$ cat src/include/charger_irq_pkg.sv
/*
  Register map, field positions and carrier types for the charger
  status and interrupt register block.
  Assumes an 8-bit register port driven by the serial bus front end.
*/
package charger_irq_pkg;

  localparam logic [7:0] ADDR_LIVE_STATUS  = 8'h78;
  localparam logic [7:0] ADDR_EVENT_EN     = 8'h79;
  localparam logic [7:0] ADDR_PHASE_INPUT  = 8'h7a;

  // Live status field positions
  localparam int GRP_LSB         = 4;
  localparam int TIMER_EXP_BIT   = 3;
  localparam int TEMP_OK_BIT     = 2;
  localparam int INPUT_VALID_BIT = 1;
  localparam int EOC_FLAG_BIT    = 0;

  // Phase and input register field positions
  localparam int PHASE_LSB       = 4;
  localparam int AUX_LEVEL_BIT   = 1;

  // Group indices; group g owns enable bits g+4 (first event) and g (second)
  localparam int NUM_GROUPS      = 4;
  localparam int GRP_TIMEOUT     = 3;
  localparam int GRP_TEMP        = 2;
  localparam int GRP_INPUT       = 1;
  localparam int GRP_EOC         = 0;

  localparam logic [7:0] EVENT_EN_RESET   = 8'h00;
  localparam logic [3:0] GRP_EN_RESET     = 4'h0;
  localparam logic [7:0] RDATA_RESET      = 8'h00;

  // Live inputs from the analog charger and its state machine
  typedef struct packed {
    logic       battery_temp_ok;
    logic       input_valid;
    logic       eoc_state;
    logic [1:0] charge_phase;
    logic       aux_supply_sense;
    logic       precondition_expired;
    logic       total_expired;
  } charger_live_t;

  // Register port request from the serial bus front end
  typedef struct packed {
    logic       wr;
    logic       rd;
    logic [7:0] addr;
    logic [7:0] wdata;
  } reg_req_t;

endpackage : charger_irq_pkg

$ cat src/rtl/charger_status_interrupt_regs.sv
/*
  Charger status and interrupt control registers with open-drain
  interrupt request output.
  Assumes the serial bus slave presents one-cycle read/write strobes
  synchronous to clk_sys, and that all charger inputs are synchronous.
*/
`timescale 1ns/1ps
module charger_status_interrupt_regs
  import charger_irq_pkg::*;
(
  input  wire logic          clk_sys,
  input  wire logic          rst,
  input  wire charger_live_t live,
  input  wire reg_req_t      req,
  output logic [7:0]         rdata,
  output logic               rvalid,
  output logic               interrupt_out_low,
  output logic               interrupt_oe_n
);

  function automatic logic hit(input reg_req_t r, input logic [7:0] a);
    hit = (r.addr == a);
  endfunction : hit

  // Event and enable state
  logic [7:0]            event_en;
  logic [7:0]            next_event_en;
  logic [3:0]            grp_en;
  logic [3:0]            next_grp_en;
  logic [3:0]            pending;
  logic [3:0]            next_pending;
  charger_live_t         live_q;
  charger_live_t         next_live_q;

  // Read port state
  logic [7:0]            next_rdata;
  logic                  next_rvalid;
  logic                  next_oe_n;

  logic [3:0]            ev_first;
  logic [3:0]            ev_second;
  logic [3:0]            ev_fire;
  logic                  chg_in_range;
  logic                  stat_read;
  logic [7:0]            live_word;
  logic [7:0]            phase_word;

  assign chg_in_range = live.input_valid;
  assign stat_read    = req.rd && hit(req, ADDR_LIVE_STATUS);

  // Edges of the live inputs, seen in the same cycle as the change
  always_comb begin
    ev_first  = 4'h0;
    ev_second = 4'h0;
    ev_first[GRP_TIMEOUT]  = live.total_expired & ~live_q.total_expired;
    ev_second[GRP_TIMEOUT] = live.precondition_expired & ~live_q.precondition_expired;
    ev_first[GRP_TEMP]     = live.battery_temp_ok & ~live_q.battery_temp_ok;
    ev_second[GRP_TEMP]    = ~live.battery_temp_ok & live_q.battery_temp_ok;
    ev_first[GRP_INPUT]    = live.input_valid & ~live_q.input_valid;
    ev_second[GRP_INPUT]   = ~live.input_valid & live_q.input_valid;
    ev_first[GRP_EOC]      = live.eoc_state & ~live_q.eoc_state;
    ev_second[GRP_EOC]     = ~live.eoc_state & live_q.eoc_state;
    // temperature and end-of-charge ignored out of range
    if (!chg_in_range) begin
      ev_first[GRP_TEMP]   = 1'b0;
      ev_second[GRP_TEMP]  = 1'b0;
      ev_first[GRP_EOC]    = 1'b0;
      ev_second[GRP_EOC]   = 1'b0;
    end
  end

  // Each event needs its own enable bit and the enable bit of its group
  for (genvar g = 0; g < NUM_GROUPS; g++) begin : g_group
    assign ev_fire[g] = grp_en[g] &
                        ((ev_first[g] & event_en[g + GRP_LSB]) |
                         (ev_second[g] & event_en[g]));
  end

  always_comb begin
    next_live_q   = live;
    next_event_en = event_en;
    next_grp_en   = grp_en;
    next_pending  = pending;
    if (req.wr && hit(req, ADDR_EVENT_EN)) begin
      next_event_en = req.wdata;
    end
    // upper bits written as group enables
    if (req.wr && hit(req, ADDR_LIVE_STATUS)) begin
      next_grp_en = req.wdata[GRP_LSB +: NUM_GROUPS];
    end
    // clear on status read, new event wins
    if (stat_read) begin
      next_pending = 4'h0;
    end
    next_pending = next_pending | ev_fire;
  end

  always_ff @(posedge clk_sys or posedge rst) begin
    if (rst) begin
      live_q   <= '0;
      event_en <= EVENT_EN_RESET;
      grp_en   <= GRP_EN_RESET;
      pending  <= 4'h0;
    end else begin
      live_q   <= next_live_q;
      event_en <= next_event_en;
      grp_en   <= next_grp_en;
      pending  <= next_pending;
    end
  end

  // Read words built from the present live inputs and the pending bits
  always_comb begin
    live_word = 8'h00;
    // upper bits read as pending status
    live_word[GRP_LSB +: NUM_GROUPS] = pending;
    live_word[TIMER_EXP_BIT]   = live.precondition_expired | live.total_expired;
    live_word[TEMP_OK_BIT]     = live.battery_temp_ok;
    live_word[INPUT_VALID_BIT] = live.input_valid;
    live_word[EOC_FLAG_BIT]    = live.eoc_state;
    phase_word = 8'h00;
    phase_word[PHASE_LSB +: 2] = live.charge_phase;
    phase_word[AUX_LEVEL_BIT]  = live.aux_supply_sense;
  end

  always_comb begin
    next_rvalid = req.rd;
    next_rdata  = rdata;
    if (req.rd) begin
      if (hit(req, ADDR_LIVE_STATUS)) begin
        next_rdata = live_word;
      end else if (hit(req, ADDR_EVENT_EN)) begin
        next_rdata = event_en;
      end else if (hit(req, ADDR_PHASE_INPUT)) begin
        next_rdata = phase_word;
      end else begin
        // Unmapped addresses answer zero
        next_rdata = 8'h00;
      end
    end
    // drive low while any enabled group pending
    // held until the pending bits or their group enables clear
    next_oe_n = ~(|(next_pending & next_grp_en));
  end

  always_ff @(posedge clk_sys or posedge rst) begin
    if (rst) begin
      rdata             <= RDATA_RESET;
      rvalid            <= 1'b0;
      interrupt_oe_n    <= 1'b1;
      interrupt_out_low <= 1'b0;
    end else begin
      rdata             <= next_rdata;
      rvalid            <= next_rvalid;
      interrupt_oe_n    <= next_oe_n;
      // Open drain only ever pulls low
      interrupt_out_low <= 1'b0;
    end
  end

endmodule : charger_status_interrupt_regs

$ cat config.mk
export PLATFORM = sky130hd
export DESIGN_NAME = charger_status_interrupt_regs
export DESIGN_NICKNAME = d
export VERILOG_FILES = /design/src/include/charger_irq_pkg.sv /design/src/rtl/charger_status_interrupt_regs.sv
export SDC_FILE = /design/constraint.sdc
export NUM_CORES = 1
export LEC_CHECK = 0
export BUFFER_PORTS_ARGS = -buffer_cell sky130_fd_sc_hd__buf_2
export CORE_MARGIN = 10
export CORE_UTILIZATION = 35
export CTS_CLUSTER_DIAMETER = 120
export DETAILED_ROUTE_END_ITERATION = 10
export SYNTH_ARGS = -nofsm -noshare
export SYNTH_HDL_FRONTEND = slang
export SYNTH_SLANG_ARGS = --single-unit
$ cat constraint.sdc
create_clock -name clk_sys -period 1.35 [get_ports clk_sys]
set_input_delay 0.27 -clock clk_sys [delete_from_list [all_inputs] [get_ports clk_sys]]
set_output_delay 0.27 -clock clk_sys [all_outputs]
set_load 0.01 [all_outputs]
Yosys cells after proc, flatten, opt, wreduce, memory -nomap -nowiden
Index checks and enable logic that the tools add are counted.
- register bits after elaboration: 31
- input bits: 28
- output and inout bits: 11
- word-level logic and storage cells: 63
- equality and inequality tests: 3
- multiplexer cells: 9
- bitwise gates (word level): 36
- reduce and logical (&&, ||, !) cells: 4
- operators by type and width (operator ; count):
    8-bit by 7-bit equality test with 1-bit output, second input constant ; 3
    1-bit AND ; 20
    8-bit two-way mux ; 2
    1-bit NOT ; 9
    4-bit two-way mux ; 2
    6-bit two-way mux ; 1
    1-bit OR ; 5
    4-bit AND ; 1
    1-bit two-way mux ; 4
    4-bit OR ; 1
    4-bit OR reduction ; 1
    1-bit logical AND ; 3

Depth between registers and ports, before layout
- word-level depth: 10
- mapped depth: 5
- depth with buffers taken out: 4

Least setup slack after synthesis
No wires, ideal clock.
- path type: in2reg
- start point: in req[8] (netlist name)
- end point: reg interrupt_oe_n
- library setup time: 0.099 ns
- arrival time: 1.585 ns
- data required time: 1.251 ns
- path slack: -0.334 ns
- stages on the path: 5
- path buffers: 1
- cell sequence: buf_6 or3b_1 nor3_1 mux2_2 a2111oi_4
- elaborated cells on any way between the ends: 9
- classes of those cells: eq/ne: 1; mux: 2; bitwise: 3; reduce/logical: 3
- RTL lines (what ; line ; source):
    start, declared ; charger_status_interrupt_regs.sv:14 ; input wire reg_req_t req,
    8-bit by 7-bit equality test with 1-bit output ; charger_status_interrupt_regs.sv:22 ; hit = (r.addr == a);
    1-bit logical AND ; charger_status_interrupt_regs.sv:88 ; if (req.wr && hit(req, ADDR_LIVE_STATUS)) begin
    4-bit two-way mux ; charger_status_interrupt_regs.sv:88 ;
    named net next_grp_en[0] ; charger_status_interrupt_regs.sv:29 ; logic [3:0] next_grp_en;
    4-bit AND ; charger_status_interrupt_regs.sv:143 ; next_oe_n = ~(|(next_pending & next_grp_en));
    4-bit OR reduction ; charger_status_interrupt_regs.sv:143 ;
    1-bit NOT ; charger_status_interrupt_regs.sv:143 ;
    named net next_oe_n ; charger_status_interrupt_regs.sv:38 ; logic next_oe_n;
    end signal, assigned ; charger_status_interrupt_regs.sv:155 ; interrupt_oe_n <= next_oe_n;
    end, declared ; charger_status_interrupt_regs.sv:18 ; output logic interrupt_oe_n
The timed path passes the listed nets, and every way through them passes these cells.
A chain may end at the register's enable or synchronous reset.

Worst setup path in the final report
- start point: in req[15] (netlist name)
- end point: reg interrupt_oe_n
- word-level cells in the longest chain between the ends: 7
- elaborated cells on any way between the ends: 9
- classes of those cells: eq/ne: 1; mux: 2; bitwise: 3; reduce/logical: 3
- RTL lines (what ; line ; source):
    8-bit by 7-bit equality test with 1-bit output ; charger_status_interrupt_regs.sv:22 ;
    1-bit logical AND ; charger_status_interrupt_regs.sv:49 ; assign stat_read = req.rd && hit(req, ADDR_LIVE_STATUS);
    4-bit two-way mux ; charger_status_interrupt_regs.sv:92 ; if (stat_read) begin
    4-bit OR ; charger_status_interrupt_regs.sv:95 ; next_pending = next_pending | ev_fire;
    named net next_pending[0] ; charger_status_interrupt_regs.sv:31 ; logic [3:0] next_pending;
    4-bit AND ; charger_status_interrupt_regs.sv:143 ;
    4-bit OR reduction ; charger_status_interrupt_regs.sv:143 ;
    1-bit NOT ; charger_status_interrupt_regs.sv:143 ;
    named net next_oe_n ; charger_status_interrupt_regs.sv:38 ;
The timed path passes the listed nets, and every way through them passes these cells.

==> flow_summary_export.csv <==
group,metric,value,unit
run_status,status,"finished with violations",
run_status,violations,"setup timing",
power_and_ir_drop,worst_ir_drop_vdd,0.4855,mV
floorplan,dieArea,7211,sq um
finish,drive_gt1_share,52.53,%
critical_path,critPathKind,"in -> reg",
finish,most-common-layout-cells,"35 x buf_2, 32 x buf_4, 30 x dfrtp_1",
finish,fill_cells,382,
sta,finalCritPeriodShare,107.5,%
global_routing,grt_pass1_wl,6.686,mm
critical_path,crit_slowest_cell,"or4_1",
critical_path,cp_cell_sequence,"buf_6 > nand4b_1 > or4_1 > a32o_2 > a2111oi_4",
power_and_ir_drop,combPwrFrac,10.8,%
route,totalWireLength,3.983,mm
critical_path,worstSetupEndpointType,"flop",
sta,slew_viol_final,0,
sta,timing.setup.tns,-0.2470,ns
logic_synthesis,synth_edf_count,0,
clock_tree,clockBufferDepth,2,
critical_path,cp.required,1.54,ns
route,dr.pass1.iters,4,
sta,finClkSkew,0.003282,ns
global_routing,globalRouteOverflowTotal,0,
sta,period_needed,1.452,ns
route,vias,1248,
placement,hpwl,3.116,mm
logic_synthesis,ys_types,38,
global_routing,antenna_found_initial,0,
finish,final_common_cell,"buf_2",
global_routing,grt-busiest-layer,"met2",
power_and_ir_drop,powerDensity,1006,nW/um^2
power_and_ir_drop,p_int,1.680,mW
floorplan,core_region_area,4029,sq um
placement,post-place-cells,237,
logic_synthesis,synth_seq_cells,31,
sta,setup_ws,-0.1019,ns
clock_tree,cts_root_buf,"clkbuf_8",
global_routing,grtUsageMet1,12.83,%
clock_tree,cts_buffers,5,
global_routing,grt.met3_usage,3.728,%
power_and_ir_drop,p_clk_share,43.7,%
sta,max_freq,688.7,MHz
route,via_per_inst,5.032,
critical_path,startpoint_type,"primary input",
logic_synthesis,synth_ff_type,"dfrtp_1",
sta,rsz0062_at_grt,"yes",
power_and_ir_drop,netSwitchingFraction,21.57,%
global_routing,grt_max_degree,32,
critical_path,cp.arrival,1.64,ns
sta,hold_viol,0,
logic_synthesis,synth_top_cell_area_share,50.89,%
floorplan,die_x,84.92,um
clock_tree,clk_pin_slew,0.06,ns
logic_synthesis,postSynth.asyncResetShare,100.0,%
route,wire_per_inst,16.06,um
floorplan,die-height,84.92,um
placement,port_buffers,37,
floorplan,start_util,36.61,%
global_routing,grt_usage,11.49,%
finish,stdcell_count,248,
logic_synthesis,ys_warn_count,0,
logic_synthesis,yosysSeqAreaShare,52.67,%
finish,nets,225,
power_and_ir_drop,p_leak,1.122,nW
run,drv_cap,0,
route,drcViolationCount,0,
placement,gp_congestion,0.8307,
critical_path,critical_path.max_fanout,2,
power_and_ir_drop,seqPwrFrac,45.6,%
finish,diodes,0,
logic_synthesis,yosysTopAreaCell,"dfrtp_1",
min_path,worstHoldPathType,"in -> async",
power_and_ir_drop,p_sw,0.4620,mW
global_routing,grt_pass1_vias,1372,
route,drt_iter0_markers,45,
floorplan,io_pins,39,
floorplan,placementRows,23,
clock_tree,clock_latency,0.28,ns
logic_synthesis,synth_nets,151,
logic_synthesis,synthTopCellsByArea,"dfrtp_1 51%, mux2_2 6.9%, and3b_1 3.6%",
clock_tree,cts_tree,"done",
finish,final_util,52.86,%
route,postRouteAntennaNets,0,
critical_path,critPathMaxStageDelay,0.44,ns
sta,finalSetupViolCount,8,
global_routing,use_met2,20.18,%
finish,syn_to_final_growth,44.36,%
clock_tree,htree_levels,2,
clock_tree,clock_sinks,31,
logic_synthesis,netlist_instances,123,
logic_synthesis,post_synth.cell_area_avg,11.99,sq um
logic_synthesis,syn_area,1475,sq um
stage by stage:
| stage | power [mW] | hold WS, ns | cell area, sq um | worst slack [ns] |
|---|---|---|---|---|
| CTS | 2.161 | 0.07135 | 2121 | -0.08360 |
| finish | 2.142 | 0.05503 | 2130 | -0.1019 |
| floorplan | 1.090 | 0.3014 | 1510 | -0.2474 |
| detailed placement | 1.212 | 0.3754 | 1943 | -0.3922 |
| global route | 2.237 | 0.09179 | 2130 | -0.1591 |
| global placement | 1.205 | 0.3623 | 1943 | -0.3576 |
cells in the mapped netlist (4+ instances only):
library cell / n
and3b_1: 6
a21oi_1: 4
o31ai_1: 4
nand2_1: 8
mux2_2: 9
a221o_1: 4
and2b_2: 4
inv_1: 5
o21ai_0: 4
dfrtp_1: 30
power by group through the flow:
stage	clock network [mW]	logic [mW]	registers [mW]
final	0.935	0.231	0.976
after global placement	0	0.214	0.992
after CTS	0.953	0.232	0.976
after global routing	1.00	0.256	0.979
after floorplan	0	0.0999	0.990
after detailed placement	0	0.218	0.993
final timing paths:
kind	from	to	slack (ns)	cells after the start
max	req[15]	interrupt_oe_n	-0.10	5
min	rst	event_en[3]	0.06	3
max reg2reg	event_en[1]	interrupt_oe_n	-0.03	4
min reg2reg	event_en[2]	rdata[2]	0.53	1
max in group asynchronous	rst	interrupt_oe_n	0.97	3
min in group clk_sys	live[6]	live_q[6]	0.13	1
sequential cells by signal, summed over array words and instances, names as in the netlist:
name            flops
rdata               8
live_q              5
rvalid              1
interrupt_oe_n      1
event_en            8
grp_en              4
pending             4
metal layers:
layer | wire, um | part of all wire, %
met5 | 0 | 0
met3 | 153 | 3.8
met4 | 53 | 1.3
met1 | 1757 | 44
met2 | 2018 | 51
kinds of logic (layout without fill, tap and decap cells):
logic type,count (synthesis),in the layout,share of synthesized area [%]
buf+inv,10,85,3.986
compound gates,27,27,15.10
other cells,1,1,0.2542
mux,12,12,8.906
simple gates,42,42,19.08
flops,31,31,52.67
final cells by class:
cell class / count / area, sq um / area share, %
clock buffer: 6 / 82.58 / 3.878
clock inverter: 2 / 35.03 / 1.645
inverter: 5 / 18.77 / 0.8813
multi-input combinational: 82 / 681.9 / 32.02
sequential: 31 / 777.0 / 36.49
tap: 50 / 62.56 / 2.938
timing repair buffer: 72 / 471.7 / 22.15
what timing repair did:
| item | in CTS | in global routing |
|---|---|---|
| gates resized for setup | 7 | 2 |
| setup endpoints to repair | 9 | 9 |
| pin swaps | 3 | 1 |
| buffers inserted | 3 | 0 |
| hold buffers | 0 | 0 |
worst max-delay path: cells and delay by family:
| family | cells | cell delay [ns] |
|---|---|---|
| AOI/OAI and AO/OA | 2 | 0.62 |
| buffers and inverters | 1 | 0.09 |
| and+or+nand+nor | 2 | 0.65 |
Power figures use the tool's default switching activity.
